$ cat src/hw/op_mode_pkg.sv
// Constants shared by the operating mode sequencer and its serial register port
// Operation
// [RULE_01] After reset the device is in standby and the mode register reads zero.
// [RULE_02] Setting bit 7 of clock control starts the 32 kHz sample clock.
// [RULE_03] With the sample clock stopped, the mode machine never changes state.
// [RULE_04] Writing 1 to the mode register moves the device to program mode.
// [RULE_05] Clock enable and program request may come in any order; transition needs both.
// [RULE_06] Host writes the other configuration registers in program mode, any order.
// [RULE_07] Writing 2 to the mode register starts normal sampling.
// [RULE_08] Host returns to program mode before configuring or entering standby.
// [RULE_09] Writing 0x00FF to status clears every pending interrupt flag.
// [RULE_10] Writing 0x80FF to status clears all flags and empties the FIFO.
// [RULE_11] Writing 0 to the mode register places the device in standby.
// [RULE_12] Host clears the sample clock enable only while in standby.
// [RULE_13] Clearing the clock enable outside standby leaves the device stuck for good.
// [RULE_14] Host should leave the sample clock running once started.
// [RULE_15] Each of three LED drivers has a slew field at bits 6 to 4.
// [RULE_16] Each time slot picks FIFO or data registers, with optional interrupt.
// [RULE_17] Writing one to status bit 15 empties the FIFO and resets its state.
// [RULE_18] Slot sample flags at status bits 5 and 6 clear on a written one.
// [RULE_19] Mode writes other than 0, 1 or 2 are ignored.
package op_mode_pkg;

    // ------------------------------------------------------------------
    // Register offsets (7-bit serial address)
    // ------------------------------------------------------------------
    localparam logic [6:0] ADDR_STATUS     = 7'h00;
    localparam logic [6:0] ADDR_INT_MASK   = 7'h01;
    localparam logic [6:0] ADDR_MODE       = 7'h10;
    localparam logic [6:0] ADDR_SLOT_ROUTE = 7'h11;
    localparam logic [6:0] ADDR_LED1       = 7'h22;
    localparam logic [6:0] ADDR_LED2       = 7'h23;
    localparam logic [6:0] ADDR_LED3       = 7'h24;
    localparam logic [6:0] ADDR_CLK_CTRL   = 7'h4B;
    // Burst accesses do not advance past these
    localparam logic [6:0] ADDR_NOINC_A    = 7'h5F;
    localparam logic [6:0] ADDR_NOINC_B    = 7'h60;
    localparam logic [6:0] ADDR_NOINC_C    = 7'h7F;

    // ------------------------------------------------------------------
    // Field positions and values
    // ------------------------------------------------------------------
    localparam int         BIT_CLK_EN      = 7;
    localparam int         BIT_SLOTA_INT   = 5;
    localparam int         BIT_SLOTB_INT   = 6;
    localparam int         BIT_FIFO_CLEAR  = 15;
    localparam int         SLEW_LSB        = 4;
    localparam int         SLEW_MSB        = 6;
    localparam logic [15:0] MODE_STANDBY   = 16'h0000;
    localparam logic [15:0] MODE_PROGRAM   = 16'h0001;
    localparam logic [15:0] MODE_NORMAL    = 16'h0002;
    localparam logic [15:0] RST_ZERO       = 16'h0000;
    localparam logic [15:0] RST_INT_MASK   = 16'h0060;

    // ------------------------------------------------------------------
    // Timing
    // ------------------------------------------------------------------
    localparam int SYS_CLK_HZ          = 50_000_000;
    localparam int SAMPLE_CLK_HZ       = 32_000;
    localparam int SAMPLE_TICK_CYCLES  = SYS_CLK_HZ / SAMPLE_CLK_HZ;

    typedef enum logic [1:0] {
        ST_STANDBY,
        ST_PROGRAM,
        ST_NORMAL
    } op_state_t;

endpackage

$ cat src/hw/operating_mode_sequencer.sv
// Operating mode state machine, sample clock divider and control registers
`timescale 1ns/10ps
`default_nettype none
module operating_mode_sequencer #(
    parameter int TICK_CYCLES = op_mode_pkg::SAMPLE_TICK_CYCLES
) (
    input  wire logic        clk,
    input  wire logic        sys_rst,
    input  wire logic        csN,
    input  wire logic        sclk,
    input  wire logic        mosi,
    output logic             miso,
    output logic             misoOe,
    input  wire logic        slotASampleDone,
    input  wire logic        slotBSampleDone,
    input  wire logic [7:0]  fifoLevel,
    output logic             fifoClear,
    output logic             sampleIrq,
    output logic             slotAToFifo,
    output logic             slotBToFifo,
    output logic [1:0]       modeState,
    output logic             modeStuck,
    output logic             sampleTick,
    output logic [2:0]       led1Slew,
    output logic [2:0]       led2Slew,
    output logic [2:0]       led3Slew
);
    localparam int CW = $clog2(TICK_CYCLES + 1);

    logic [6:0]  regAddr;
    logic        wrStrobe;
    logic        rdStrobe;
    logic [15:0] wrData;
    logic [15:0] rdData;
    logic [6:0]  wrAddr;

    logic [15:0] modeReg_q;
    logic [15:0] clkCtrl_q;
    logic [15:0] intMask_q;
    logic [15:0] slotRoute_q;
    logic [15:0] ledCtrl_q [3];
    logic [1:0]  intFlags_q;
    logic        stuck_q;
    logic [CW-1:0] divCnt_q;
    logic        tick_q;
    op_mode_pkg::op_state_t state_q;

    serial_reg_port u_port (
        .clk      (clk),
        .sys_rst  (sys_rst),
        .csN      (csN),
        .sclk     (sclk),
        .mosi     (mosi),
        .miso     (miso),
        .misoOe   (misoOe),
        .regAddr  (regAddr),
        .wrStrobe (wrStrobe),
        .rdStrobe (rdStrobe),
        .wrData   (wrData),
        .rdData   (rdData)
    );

    function automatic logic [6:0] prevAddr(input logic [6:0] a);
        if (a == op_mode_pkg::ADDR_NOINC_A || a == op_mode_pkg::ADDR_NOINC_B
            || a == op_mode_pkg::ADDR_NOINC_C) begin
            prevAddr = a;
        end else begin
            prevAddr = a - 7'd1;
        end
    endfunction

    // Port advances its address with the strobe, so step back one
    assign wrAddr = prevAddr(regAddr);

    function automatic logic hit(input logic [6:0] a, input logic [6:0] target);
        hit = wrStrobe && (a == target);
    endfunction

    // ------------------------------------------------------------------
    // Configuration registers
    // ------------------------------------------------------------------
    always_ff @(posedge clk or posedge sys_rst) begin
        if (sys_rst) begin
            modeReg_q   <= op_mode_pkg::MODE_STANDBY;              // [RULE_01]
            clkCtrl_q   <= op_mode_pkg::RST_ZERO;
            intMask_q   <= op_mode_pkg::RST_INT_MASK;
            slotRoute_q <= op_mode_pkg::RST_ZERO;
        end else begin
            if (hit(wrAddr, op_mode_pkg::ADDR_MODE) &&
                (wrData == op_mode_pkg::MODE_STANDBY || wrData == op_mode_pkg::MODE_PROGRAM ||
                 wrData == op_mode_pkg::MODE_NORMAL)) begin
                modeReg_q <= wrData;                                // [RULE_19]
            end
            if (hit(wrAddr, op_mode_pkg::ADDR_CLK_CTRL)) begin
                clkCtrl_q <= wrData;                                // [RULE_02]
            end
            if (hit(wrAddr, op_mode_pkg::ADDR_INT_MASK)) begin
                intMask_q <= wrData;
            end
            if (hit(wrAddr, op_mode_pkg::ADDR_SLOT_ROUTE)) begin
                slotRoute_q <= wrData;                              // [RULE_16]
            end
        end
    end

    genvar g;
    generate
        for (g = 0; g < 3; g++) begin : gLed
            always_ff @(posedge clk or posedge sys_rst) begin
                if (sys_rst) begin
                    ledCtrl_q[g] <= op_mode_pkg::RST_ZERO;
                end else if (hit(wrAddr, op_mode_pkg::ADDR_LED1 + 7'(g))) begin
                    ledCtrl_q[g] <= wrData;                         // [RULE_15]
                end
            end
        end
    endgenerate

    assign led1Slew = ledCtrl_q[0][op_mode_pkg::SLEW_MSB:op_mode_pkg::SLEW_LSB];
    assign led2Slew = ledCtrl_q[1][op_mode_pkg::SLEW_MSB:op_mode_pkg::SLEW_LSB];
    assign led3Slew = ledCtrl_q[2][op_mode_pkg::SLEW_MSB:op_mode_pkg::SLEW_LSB];
    assign slotAToFifo = slotRoute_q[0];
    assign slotBToFifo = slotRoute_q[1];

    // ------------------------------------------------------------------
    // Sample clock divider, runs only while enabled
    // ------------------------------------------------------------------
    always_ff @(posedge clk or posedge sys_rst) begin
        if (sys_rst) begin
            divCnt_q <= '0;
            tick_q   <= 1'b0;
        end else if (!clkCtrl_q[op_mode_pkg::BIT_CLK_EN]) begin
            divCnt_q <= '0;
            tick_q   <= 1'b0;                                       // [RULE_03]
        end else if (divCnt_q == CW'(TICK_CYCLES - 1)) begin
            divCnt_q <= '0;
            tick_q   <= 1'b1;                                       // [RULE_02]
        end else begin
            divCnt_q <= divCnt_q + CW'(1);
            tick_q   <= 1'b0;
        end
    end

    assign sampleTick = tick_q;

    // ------------------------------------------------------------------
    // Mode state machine, stepped by the sample clock
    // ------------------------------------------------------------------
    // Clock dropped outside standby: no way back short of reset
    always_ff @(posedge clk or posedge sys_rst) begin
        if (sys_rst) begin
            stuck_q <= 1'b0;
        end else if (state_q != op_mode_pkg::ST_STANDBY &&
                     !clkCtrl_q[op_mode_pkg::BIT_CLK_EN] && !stuck_q) begin
            stuck_q <= 1'b1;                                        // [RULE_13]
        end
    end

    always_ff @(posedge clk or posedge sys_rst) begin
        if (sys_rst) begin
            state_q <= op_mode_pkg::ST_STANDBY;                     // [RULE_01]
        end else if (tick_q && !stuck_q &&
                     clkCtrl_q[op_mode_pkg::BIT_CLK_EN]) begin      // [RULE_03] [RULE_05]
            case (modeReg_q[1:0])
                2'd0: begin
                    state_q <= op_mode_pkg::ST_STANDBY;             // [RULE_11]
                end
                2'd1: begin
                    state_q <= op_mode_pkg::ST_PROGRAM;             // [RULE_04]
                end
                2'd2: begin
                    state_q <= op_mode_pkg::ST_NORMAL;              // [RULE_07]
                end
                default: begin
                    state_q <= state_q;
                end
            endcase
        end
    end

    assign modeState = state_q;
    assign modeStuck = stuck_q;

    // ------------------------------------------------------------------
    // Status: slot sample flags, write-one-to-clear, set wins
    // ------------------------------------------------------------------
    logic statusWr;
    assign statusWr = hit(wrAddr, op_mode_pkg::ADDR_STATUS);

    always_ff @(posedge clk or posedge sys_rst) begin
        if (sys_rst) begin
            intFlags_q <= 2'b00;
            fifoClear  <= 1'b0;
        end else begin
            intFlags_q[0] <= slotASampleDone |
                (intFlags_q[0] & ~(statusWr & wrData[op_mode_pkg::BIT_SLOTA_INT])); // [RULE_18]
            intFlags_q[1] <= slotBSampleDone |
                (intFlags_q[1] & ~(statusWr & wrData[op_mode_pkg::BIT_SLOTB_INT])); // [RULE_09]
            fifoClear <= statusWr & wrData[op_mode_pkg::BIT_FIFO_CLEAR];           // [RULE_10] [RULE_17]
        end
    end

    assign sampleIrq = |(intFlags_q & ~{intMask_q[op_mode_pkg::BIT_SLOTB_INT],
                                        intMask_q[op_mode_pkg::BIT_SLOTA_INT]});   // [RULE_16]

    // ------------------------------------------------------------------
    // Read mux; unmapped addresses read zero
    // ------------------------------------------------------------------
    always_comb begin
        case (regAddr)
            op_mode_pkg::ADDR_STATUS:     rdData = {fifoLevel, 1'b0, intFlags_q, 5'b0};
            op_mode_pkg::ADDR_INT_MASK:   rdData = intMask_q;
            op_mode_pkg::ADDR_MODE:       rdData = modeReg_q;
            op_mode_pkg::ADDR_SLOT_ROUTE: rdData = slotRoute_q;
            op_mode_pkg::ADDR_LED1:       rdData = ledCtrl_q[0];
            op_mode_pkg::ADDR_LED2:       rdData = ledCtrl_q[1];
            op_mode_pkg::ADDR_LED3:       rdData = ledCtrl_q[2];
            op_mode_pkg::ADDR_CLK_CTRL:   rdData = clkCtrl_q;
            default:                      rdData = 16'h0000;
        endcase
    end

    // ------------------------------------------------------------------
    // Checks
    // ------------------------------------------------------------------
    a_clock_off_hold: assert property (@(posedge clk) disable iff (sys_rst) // [RULE_03]
        !clkCtrl_q[op_mode_pkg::BIT_CLK_EN] |=> $stable(state_q))
        else $error("mode changed with sample clock stopped");
    a_tick_period: assert property (@(posedge clk) disable iff (sys_rst) // [RULE_02]
        tick_q |=> !tick_q)
        else $error("sample tick longer than one cycle");
    a_program_entry: assert property (@(posedge clk) disable iff (sys_rst) // [RULE_04]
        tick_q && !stuck_q && clkCtrl_q[op_mode_pkg::BIT_CLK_EN] &&
        modeReg_q == op_mode_pkg::MODE_PROGRAM
        |=> state_q == op_mode_pkg::ST_PROGRAM)
        else $error("program mode not entered");
    a_normal_entry: assert property (@(posedge clk) disable iff (sys_rst) // [RULE_07]
        tick_q && !stuck_q && clkCtrl_q[op_mode_pkg::BIT_CLK_EN] &&
        modeReg_q == op_mode_pkg::MODE_NORMAL
        |=> state_q == op_mode_pkg::ST_NORMAL)
        else $error("normal mode not entered");
    a_standby_entry: assert property (@(posedge clk) disable iff (sys_rst) // [RULE_11]
        tick_q && !stuck_q && clkCtrl_q[op_mode_pkg::BIT_CLK_EN] &&
        modeReg_q == op_mode_pkg::MODE_STANDBY
        |=> state_q == op_mode_pkg::ST_STANDBY)
        else $error("standby not entered");
    a_stuck_hold: assert property (@(posedge clk) disable iff (sys_rst) // [RULE_13]
        stuck_q |=> stuck_q && $stable(state_q))
        else $error("stuck device changed mode");
    a_bad_mode: assert property (@(posedge clk) disable iff (sys_rst) // [RULE_19]
        wrStrobe && wrAddr == op_mode_pkg::ADDR_MODE && wrData > op_mode_pkg::MODE_NORMAL
        |=> $stable(modeReg_q))
        else $error("illegal mode value stored");
    a_fifo_clear: assert property (@(posedge clk) disable iff (sys_rst) // [RULE_10]
        statusWr && wrData[op_mode_pkg::BIT_FIFO_CLEAR] |=> fifoClear)
        else $error("FIFO clear not issued");
    a_flag_clear: assert property (@(posedge clk) disable iff (sys_rst) // [RULE_18]
        statusWr && wrData[op_mode_pkg::BIT_SLOTA_INT] && !slotASampleDone |=> !intFlags_q[0])
        else $error("slot A flag not cleared");
    a_flag_set_wins: assert property (@(posedge clk) disable iff (sys_rst) // [RULE_09]
        slotBSampleDone |=> intFlags_q[1])
        else $error("slot B event lost");
endmodule
`default_nettype wire

$ cat src/hw/serial_reg_port.sv
// Four-wire serial slave: address byte then 16-bit words, MSB first
`timescale 1ns/10ps
`default_nettype none
module serial_reg_port (
    input  wire logic        clk,
    input  wire logic        sys_rst,
    input  wire logic        csN,
    input  wire logic        sclk,
    input  wire logic        mosi,
    output logic             miso,
    output logic             misoOe,
    output logic [6:0]       regAddr,
    output logic             wrStrobe,
    output logic             rdStrobe,
    output logic [15:0]      wrData,
    input  wire logic [15:0] rdData
);
    logic        sclkPrev_q;
    logic [4:0]  bitCnt_q;
    logic        inData_q;
    logic        isWrite_q;
    logic [15:0] rxShift_q;
    logic [15:0] txShift_q;
    logic        loadTx_q;
    logic        misoQ_q;
    logic        sclkRise;
    logic        sclkFall;

    function automatic logic noIncrement(input logic [6:0] a);
        noIncrement = (a == op_mode_pkg::ADDR_NOINC_A) || (a == op_mode_pkg::ADDR_NOINC_B)
                   || (a == op_mode_pkg::ADDR_NOINC_C);
    endfunction

    assign sclkRise = ~csN & sclk & ~sclkPrev_q;
    assign sclkFall = ~csN & ~sclk & sclkPrev_q;

    always_ff @(posedge clk or posedge sys_rst) begin
        if (sys_rst) begin
            sclkPrev_q <= 1'b0;
        end else begin
            sclkPrev_q <= sclk;
        end
    end

    // ------------------------------------------------------------------
    // Receive framing and address handling
    // ------------------------------------------------------------------
    always_ff @(posedge clk or posedge sys_rst) begin
        if (sys_rst) begin
            bitCnt_q  <= 5'h0;
            inData_q  <= 1'b0;
            isWrite_q <= 1'b0;
            rxShift_q <= 16'h0000;
            regAddr   <= 7'h00;
            wrStrobe  <= 1'b0;
            wrData    <= 16'h0000;
            loadTx_q  <= 1'b0;
        end else begin
            wrStrobe <= 1'b0;
            loadTx_q <= 1'b0;
            if (csN) begin
                bitCnt_q <= 5'h0;
                inData_q <= 1'b0;
            end else if (sclkRise) begin
                rxShift_q <= {rxShift_q[14:0], mosi};
                if (!inData_q && bitCnt_q == 5'd7) begin
                    regAddr   <= rxShift_q[6:0];
                    isWrite_q <= mosi;
                    inData_q  <= 1'b1;
                    bitCnt_q  <= 5'h0;
                    loadTx_q  <= ~mosi;
                end else if (inData_q && bitCnt_q == 5'd15) begin
                    bitCnt_q <= 5'h0;
                    if (isWrite_q) begin
                        wrStrobe <= 1'b1;
                        wrData   <= {rxShift_q[14:0], mosi};
                    end else begin
                        loadTx_q <= 1'b1;
                    end
                    if (!noIncrement(regAddr)) begin
                        regAddr <= regAddr + 7'd1;
                    end
                end else begin
                    bitCnt_q <= bitCnt_q + 5'd1;
                end
            end else if (wrStrobe && !noIncrement(regAddr - 7'd1)) begin
                regAddr <= regAddr;
            end
        end
    end

    // A write strobe comes with the address already stepped to the next word, except at the no-increment addresses
    // ------------------------------------------------------------------
    // Transmit on falling edges; word fetched one cycle after its address
    // ------------------------------------------------------------------
    assign rdStrobe = loadTx_q;

    always_ff @(posedge clk or posedge sys_rst) begin
        if (sys_rst) begin
            txShift_q <= 16'h0000;
            misoQ_q   <= 1'b0;
        end else if (loadTx_q) begin
            txShift_q <= rdData;
        end else if (sclkFall && inData_q && !isWrite_q) begin
            misoQ_q   <= txShift_q[15];
            txShift_q <= {txShift_q[14:0], 1'b0};
        end
    end

    assign miso   = misoQ_q;
    assign misoOe = ~csN & inData_q & ~isWrite_q;
endmodule
`default_nettype wire
$ cat config.mk
export PLATFORM = sky130hd
export DESIGN_NAME = operating_mode_sequencer
export DESIGN_NICKNAME = d
export VERILOG_FILES = /design/src/hw/op_mode_pkg.sv /design/src/hw/operating_mode_sequencer.sv /design/src/hw/serial_reg_port.sv
export SDC_FILE = /design/constraint.sdc
export NUM_CORES = 1
export LEC_CHECK = 0
export ABC_AREA = 0
export ABC_CLOCK_PERIOD_IN_PS = 7300
export BUFFER_PORTS_ARGS = -buffer_cell sky130_fd_sc_hd__buf_2
export CAP_MARGIN = 40
export CORE_ASPECT_RATIO = 2
export CORE_MARGIN = 4
export CORE_UTILIZATION = 45
export DETAILED_ROUTE_END_ITERATION = 7
export PLACE_DENSITY = 0.7
export SLEW_MARGIN = 10
export SYNTH_ARGS = -nofsm -noshare
export SYNTH_HDL_FRONTEND = slang
export SYNTH_HIERARCHICAL = 1
export SYNTH_SLANG_ARGS = --single-unit
export TNS_END_PERCENT = 50
$ cat constraint.sdc
create_clock -name clk -period 7.3 [get_ports clk]
set_input_delay 0.73 -clock clk [delete_from_list [all_inputs] [get_ports clk]]
set_output_delay 0.73 -clock clk [all_outputs]
set_load 0.02 [all_outputs]
# ---- Yosys cells after proc, flatten, opt, wreduce, memory -nomap -nowiden
# Cells that the tools add are included.
dict set report totals {
  regBits 195
  latchBits 0
  ram_bits 0
  mem_bits_ro 0
  inputBits 15
  out_inout_bits 19
  word_cells 149
  n_memories 0
}
dict set report classes {
  addsub 4
  mul 0
  div 0
  order_cmp 0
  eq_ne 25
  shifts 0
  muxes 29
  n_bitwise 24
  n_reduce_logical 43
}
# cell n
set op_table {}
lappend op_table {{one-hot mux 16 bit (8 select lines)} 1}
lappend op_table {{== test 7 x 6 -> 1 bit, second input constant} 6}
lappend op_table {{== test 7 bit, second input constant} 5}
lappend op_table {{two-way mux 16 bit} 2}
lappend op_table {{== test 7 x 5 -> 1 bit, second input constant} 4}
lappend op_table {{two-way mux 7 bit} 4}
lappend op_table {{two-way mux 11 bit} 2}
lappend op_table {{two-way mux 5 bit} 4}
lappend op_table {{logical AND 1 bit} 17}
lappend op_table {{== test 16 x 1 -> 1 bit, second input constant} 1}
lappend op_table {{== test 16 x 2 -> 1 bit, second input constant} 1}
lappend op_table {{zero test 16 bit} 1}
lappend op_table {{two-way mux 1 bit} 15}
lappend op_table {{== test 7 x 1 -> 1 bit, second input constant} 2}
lappend op_table {{zero test 7 bit} 2}
lappend op_table {{adder 11 x 1 -> 11 bit, second input constant} 1}
lappend op_table {{AND 1 bit} 11}
lappend op_table {{== test 11 bit, second input constant} 1}
lappend op_table {{nonzero test 2 bit} 5}
lappend op_table {{inverter 1 bit} 9}
lappend op_table {{AND reduction 2 bit} 4}
lappend op_table {{adder 7 x 1 -> 7 bit, second input constant} 1}
lappend op_table {{subtractor 7 x 1 -> 7 bit, second input constant} 1}
lappend op_table {{one-hot mux 2 bit (3 select lines)} 1}
lappend op_table {{17 further kinds} 24}

# ---- Longest topological paths before layout
dict set report depth {
  word_depth 10
  depth_mapped 12
  ltp_nobuf 9
}

# ---- Cells and area by module
# Netlist, hierarchy kept.
# module instances cells_per_inst area_each_um2 seq_area_each_um2
set by_module_without_submodules {}
lappend by_module_without_submodules {operating_mode_sequencer 1 506 6322.3 3255.6}
lappend by_module_without_submodules {serial_reg_port 1 245 2892.8 1626.6}

# ---- Least setup slack after synthesis
# OpenSTA, ideal clock, no wires.
dict set report synth_path {
  path_kind {reg-to-reg}
  start {reg u_port.regAddr[1]}
  end {reg ledCtrl_q, in the netlist led2Slew[0]}
  setup_time_ps 125
  arrival_ps 2837
  required_ps 7175
  setup_slack_ps 4338
  stages_incl_launch_ff 12
  n_path_buf 4
  period_less_slack_ps 2962
  path_cell_list {dfrtp_1 -> clkbuf_1 -> inv_1 -> ha_1 -> buf_2 -> nor2_1 -> a21oi_2 -> o32a_1 -> or4_1 -> buf_6 -> buf_12 -> mux2_4}
}
dict set report synth_via {
  elab_chain_len 6
  word_cells_on_any_way 9
  cone_classes {1 x add/sub; 4 x eq/ne; 1 x mux; 3 x reduce/logical}
}
# element line_no
set synth_rtl {}
lappend synth_rtl {{start, declared} serial_reg_port.sv:12} ;# output logic [6:0] regAddr,
lappend synth_rtl {{start signal, assigned} serial_reg_port.sv:67} ;# regAddr <= rxShift_q[6:0];
lappend synth_rtl {{start signal, assigned} serial_reg_port.sv:81} ;# regAddr <= regAddr + 7'd1;
lappend synth_rtl {{start signal, assigned} serial_reg_port.sv:87} ;# regAddr <= regAddr;
lappend synth_rtl {{parallel branches: the longest is 3 deep, another holds subtractor 7 x 1 -> 7 bit} --}
lappend synth_rtl {{two-way mux 7 bit (*)} operating_mode_sequencer.sv:64} ;# if (a == op_mode_pkg::ADDR_NOINC_A || a == op_mode_pkg::ADDR_NOINC_B
lappend synth_rtl {{== test 7 x 6 -> 1 bit (*)} operating_mode_sequencer.sv:76} ;# hit = wrStrobe && (a == target);
lappend synth_rtl {{logical AND 1 bit (*)} operating_mode_sequencer.sv:76}
lappend synth_rtl {{end signal, assigned by index} operating_mode_sequencer.sv:111} ;# ledCtrl_q[g] <= op_mode_pkg::RST_ZERO;
lappend synth_rtl {{end signal, assigned by index} operating_mode_sequencer.sv:113} ;# ledCtrl_q[g] <= wrData;
lappend synth_rtl {{end, declared} operating_mode_sequencer.sv:41} ;# logic [15:0] ledCtrl_q [3];
# Every way passes the cells marked *.
# A chain may end at the register's enable or synchronous reset.

# ---- Final worst setup path
dict set report layout_path {
  start {reg u_port.regAddr[0]}
  end {reg modeReg_q[0]}
}
dict set report layout_via {
  elab_chain_len 7
  word_cells_on_any_way 10
  cone_classes {1 x add/sub; 4 x eq/ne; 1 x mux; 4 x reduce/logical}
}
# element line_no
set layout_rtl {}
lappend layout_rtl {{parallel branches: the longest is 3 deep, another holds subtractor 7 x 1 -> 7 bit} --}
lappend layout_rtl {{two-way mux 7 bit (*)} operating_mode_sequencer.sv:64}
lappend layout_rtl {{== test 7 x 5 -> 1 bit (*)} operating_mode_sequencer.sv:76}
lappend layout_rtl {{logical AND 1 bit (*)} operating_mode_sequencer.sv:76}
lappend layout_rtl {{logical AND 1 bit (*)} operating_mode_sequencer.sv:89} ;# if (hit(wrAddr, op_mode_pkg::ADDR_MODE) &&
lappend layout_rtl {{end signal, assigned} operating_mode_sequencer.sv:84} ;# modeReg_q <= op_mode_pkg::MODE_STANDBY;
lappend layout_rtl {{end signal, assigned} operating_mode_sequencer.sv:92} ;# modeReg_q <= wrData;
lappend layout_rtl {{end, declared} operating_mode_sequencer.sv:37} ;# logic [15:0] modeReg_q;
# Marked as above.

==> flow_summary.html <==
<table>
<tr><th>Metric</th><th>Value</th></tr>
<tr><th colspan="2">Run status</th></tr>
<tr><td>Status</td><td>finished, final reports clean</td></tr>
<tr><th colspan="2">STA</th></tr>
<tr><td>Worst hold slack after final layout</td><td>0.3220 ns</td></tr>
<tr><td>Final Hold Violating Endpoints</td><td>0</td></tr>
<tr><td>Fraction of the cycle the final worst path needs</td><td>49.48%</td></tr>
<tr><td>Final setup violation count</td><td>0</td></tr>
<tr><td>Max Clock Skew</td><td>0.008521 ns</td></tr>
<tr><td>Slack of the critical path</td><td>3.688 ns</td></tr>
<tr><td>Time the final worst path needs with I/O delays and setup</td><td>3.612 ns</td></tr>
<tr><td>Unrepaired setup endpoints after global routing</td><td>no</td></tr>
<tr><td>Setup_tns</td><td>0 ns</td></tr>
<tr><td>Number of pins with negative max-slew slack in the final report</td><td>0</td></tr>
<tr><td>Max Clk Rate</td><td>0.2768 GHz</td></tr>
<tr><td>Slew HR</td><td>45.42%</td></tr>
<tr><td>Worst Tran Pin Value</td><td>0.8187 ns</td></tr>
<tr><th colspan="2">Critical path</th></tr>
<tr><td>Worst R2R Start</td><td>u_port/regAddr[0]</td></tr>
<tr><td>Capturing element type of the critical path</td><td>flip-flop</td></tr>
<tr><td>Arrival time at the worst endpoint</td><td>3.94 ns</td></tr>
<tr><td>Data required, critical path</td><td>7.63 ns</td></tr>
<tr><td>Kind of start point of the critical path</td><td>flip-flop</td></tr>
<tr><td>Critical Path Source</td><td>u_port/regAddr[0]</td></tr>
<tr><td>Cell count of the worst reg-to-reg path</td><td>7</td></tr>
<tr><td>Category of the critical setup timing path</td><td>reg -&gt; reg</td></tr>
<tr><td>Worst Path Max Fanout</td><td>18</td></tr>
<tr><th colspan="2">Die</th></tr>
<tr><td>Y dimension of the die</td><td>210.4 um</td></tr>
<tr><td>Area of the core</td><td>0.02000 mm2</td></tr>
<tr><td>Effective utilization at floorplan</td><td>46.07%</td></tr>
<tr><td>Site Rows</td><td>73</td></tr>
<tr><td>Die ar.</td><td>0.02297 mm2</td></tr>
<tr><td>Number of top-level pins</td><td>34</td></tr>
<tr><td>Horizontal extent of the die</td><td>109.2 um</td></tr>
<tr><th colspan="2">Global route</th></tr>
<tr><td>Global-route total usage across every layer</td><td>19.42%</td></tr>
<tr><td>Initial antenna violation count</td><td>0</td></tr>
<tr><td>Pin count of the biggest net entering global routing</td><td>63</td></tr>
<tr><td>Wire length of the first global-routing pass</td><td>33810 um</td></tr>
<tr><td>Gr ovfl total</td><td>0</td></tr>
<tr><td>Vias in the first global route</td><td>6223</td></tr>
<tr><th colspan="2">Clock network</th></tr>
<tr><td>Number of instances resized during post-cts repair</td><td>0</td></tr>
<tr><td>Clock latency on the worst-skew pair</td><td>0.44 ns</td></tr>
<tr><td>Clock transition at path regs</td><td>0.07 ns</td></tr>
<tr><td>H-tree depth</td><td>4</td></tr>
<tr><td>Clock tree from TritonCTS</td><td>done</td></tr>
<tr><td>Clock tree buffer depth</td><td>2</td></tr>
<tr><td>Library cell used as clock root buffer</td><td>clkbuf_16</td></tr>
<tr><td>Setup repair bufs after CTS</td><td>0</td></tr>
<tr><td>Clock buffer count from CTS</td><td>17</td></tr>
<tr><td>Hold buffer count at cts</td><td>0</td></tr>
<tr><td>Sink Count</td><td>195</td></tr>
<tr><th colspan="2">Placed design</th></tr>
<tr><td>Placed cell count</td><td>1013</td></tr>
<tr><td>Post-detailed-placement half-perimeter wirelength</td><td>15010 um</td></tr>
<tr><td>Count of buffers inserted at the top-level ports</td><td>33</td></tr>
<tr><td>Placer Congestion</td><td>0.8956</td></tr>
<tr><td>Worst setup timing slack at the placement stage</td><td>3.730 ns</td></tr>
<tr><th colspan="2">Cells and area</th></tr>
<tr><td>Filler-free cell count of the finished design</td><td>1045</td></tr>
<tr><td>Number of filler cells placed in the layout</td><td>1754</td></tr>
<tr><td>Most used cells in the layout excluding fill and tap cells</td><td>dfrtp_1 (193), mux2_2 (109), nor2_1 (44)</td></tr>
<tr><td>Diodes inserted</td><td>0</td></tr>
<tr><td>Final net count</td><td>794</td></tr>
<tr><td>Most common library cell in the layout ignoring fill and taps</td><td>dfrtp_1</td></tr>
<tr><td>Signed area change from the synthesized netlist to the final layout</td><td>10.93%</td></tr>
<tr><td>Share of layout cells above drive strength 1</td><td>30.01%</td></tr>
<tr><th colspan="2">Detailed routing</th></tr>
<tr><td>Detail Route Antenna Nets</td><td>0</td></tr>
<tr><td>1st-pass router iterations</td><td>6</td></tr>
<tr><td>Vias/cell</td><td>5.774</td></tr>
<tr><td>Routed length per placed instance</td><td>20.26 um</td></tr>
<tr><td>1st-iter DRT viols</td><td>343</td></tr>
<tr><td>Total DRC errors in the routed layout</td><td>0</td></tr>
<tr><td>Aggregate routed wire length</td><td>21170 um</td></tr>
<tr><td>Vias</td><td>6034</td></tr>
<tr><th colspan="2">Job</th></tr>
<tr><td>Max Cap Viol</td><td>0</td></tr>
<tr><th colspan="2">Synthesis</th></tr>
<tr><td>Fraction of registers with async set/reset</td><td>100.0%</td></tr>
<tr><td>Average size of a mapped cell</td><td>12.27 um2</td></tr>
<tr><td>Cell count after synthesis</td><td>751</td></tr>
<tr><td>Share of the yosys chip area belonging to registers</td><td>52.98%</td></tr>
<tr><td>FF+latch count, synth</td><td>195</td></tr>
<tr><td>Number of warnings reported in the yosys synthesis log</td><td>6</td></tr>
<tr><td>Top cell type by total area after synthesis</td><td>dfrtp_1</td></tr>
<tr><td>Combined area of all synthesized cells</td><td>0.009215 mm2</td></tr>
<tr><td>Number of distinct library cell variants in the gate-level netlist after synthesis</td><td>69</td></tr>
<tr><td>Number of enable flip-flop cells after synthesis</td><td>0</td></tr>
<tr><td>Cells taking the most area after synthesis</td><td>dfrtp_1 (52%), mux2_2 (13%), mux2_4 (3.3%)</td></tr>
<tr><td>Area share of the largest cell type after synthesis</td><td>52.41%</td></tr>
<tr><td>Most used DFF post-synth</td><td>dfrtp_1</td></tr>
<tr><td>Syn nets</td><td>775</td></tr>
<tr><th colspan="2">Power</th></tr>
<tr><td>Leak pwr</td><td>0.004923 uW</td></tr>
<tr><td>Worst-case vdd ir drop</td><td>0.1259 mV</td></tr>
<tr><td>Power density over the cells</td><td>211.3 mW/mm2</td></tr>
<tr><td>Overall Power</td><td>2160 uW</td></tr>
<tr><th colspan="2">Min path</th></tr>
<tr><td>Worst Hold Class</td><td>in -&gt; async</td></tr>
</table>
==> path summary, 6_finish.rpt <==
path,to,slack (ns)
worst max-delay path,modeReg_q[0],3.69
worst min-delay path,u_port/wrData[2],0.32
worst max register to register,modeReg_q[0],3.69
worst min register to register,intMask_q[7],0.49
max in group asynchronous,ledCtrl_q[13],5.78
min in group clk,u_port/sclkPrev_q,0.45
==> flip-flops by register name (all words and copies together) (netlist names), 3 cells and up <==
signal,count
led1Slew,3
u_port/txShift_q,16
led3Slew,3
slotRoute_q,16
u_port/wrData,16
u_port/bitCnt_q,5
modeReg_q,16
led2Slew,3
u_port/rxShift_q,15
u_port/regAddr,7
clkCtrl_q,16
intMask_q,16
ledCtrl_q,39
divCnt_q,11
==> metrics by stage <==
stage / cell area [um2] / utilization, %
after floorplan: 9215 / -
after global placement: 9510 / 47.54
after global routing: 10220 / 51.10
after CTS: 10220 / 51.10
after detailed placement: 9614 / 48.06
final: 10220 / 51.10
==> kinds of logic after synthesis <==
family | share of synthesized area [%]
fa+ha+maj | 1.222
simple gates | 12.14
mux | 18.67
xor+xnor | 1.236
flops | 52.98
compound gates | 9.776
buf+inv | 3.978
==> Yosys cell counts, types with 3 or more instances <==
cell type	count
dfrtp_1	193
mux2_2	109
nor2_1	45
nand2_1	38
a22oi_1	33
nand3_1	27
o21ai_0	21
clkbuf_1	20
mux2_4	20
and2_1	18
inv_1	18
mux2i_1	17
a221oi_1	12
buf_4	11
a22o_1	10
buf_2	10
a21oi_1	9
ha_1	9
nand4_1	8
xor2_1	8
a211oi_1	7
a31oi_1	7
nor4_1	7
a222oi_1	6
buf_6	6
nand2b_1	6
nor2b_1	5
xnor2_1	5
and3_1	4
nor3_1	4
a311oi_1	3
and4_1	3
nand3b_1	3
or3_1	3
or4_1	3
==> layer usage <==
metal  vias up  routed length, um  global-route usage [%]
li1       2781                  -                       -
met1      3068               8084                   21.77
met2       129              11520                   34.39
met3        56                642                   3.647
met4         0                923                   9.987
met5         -                  0                       0
==> report_power, final <==
part / switching (uW) / internal, uW / leakage (uW)
registers: 26.2 / 1110 / 0.00265
clock network: 410 / 558 / 0.000297
logic: 33.7 / 27.3 / 0.00198
==> critical path, cell delays in order (launching register included) <==
cell     delay (ns)
dfrtp_1        0.70
inv_1          0.23
ha_1           0.40
and4b_4        0.26
a22oi_1        0.27
mux2_2         0.39
or4_1          0.84
mux2_2         0.40
==> final cells by class <==
| cell class | instances | area [um2] | share of cell area [%] |
|---|---|---|---|
| Sequential cell | 195 | 4882 | 47.76 |
| Clock inverter | 12 | 151.4 | 1.481 |
| Tap cell | 262 | 327.8 | 3.207 |
| Clock buffer | 20 | 456.7 | 4.468 |
| Multi-Input combinational cell | 489 | 3990 | 39.03 |
| Inverter | 18 | 70.07 | 0.6854 |
| Timing Repair Buffer | 49 | 344.1 | 3.366 |
(Power assumes the default switching activity.)
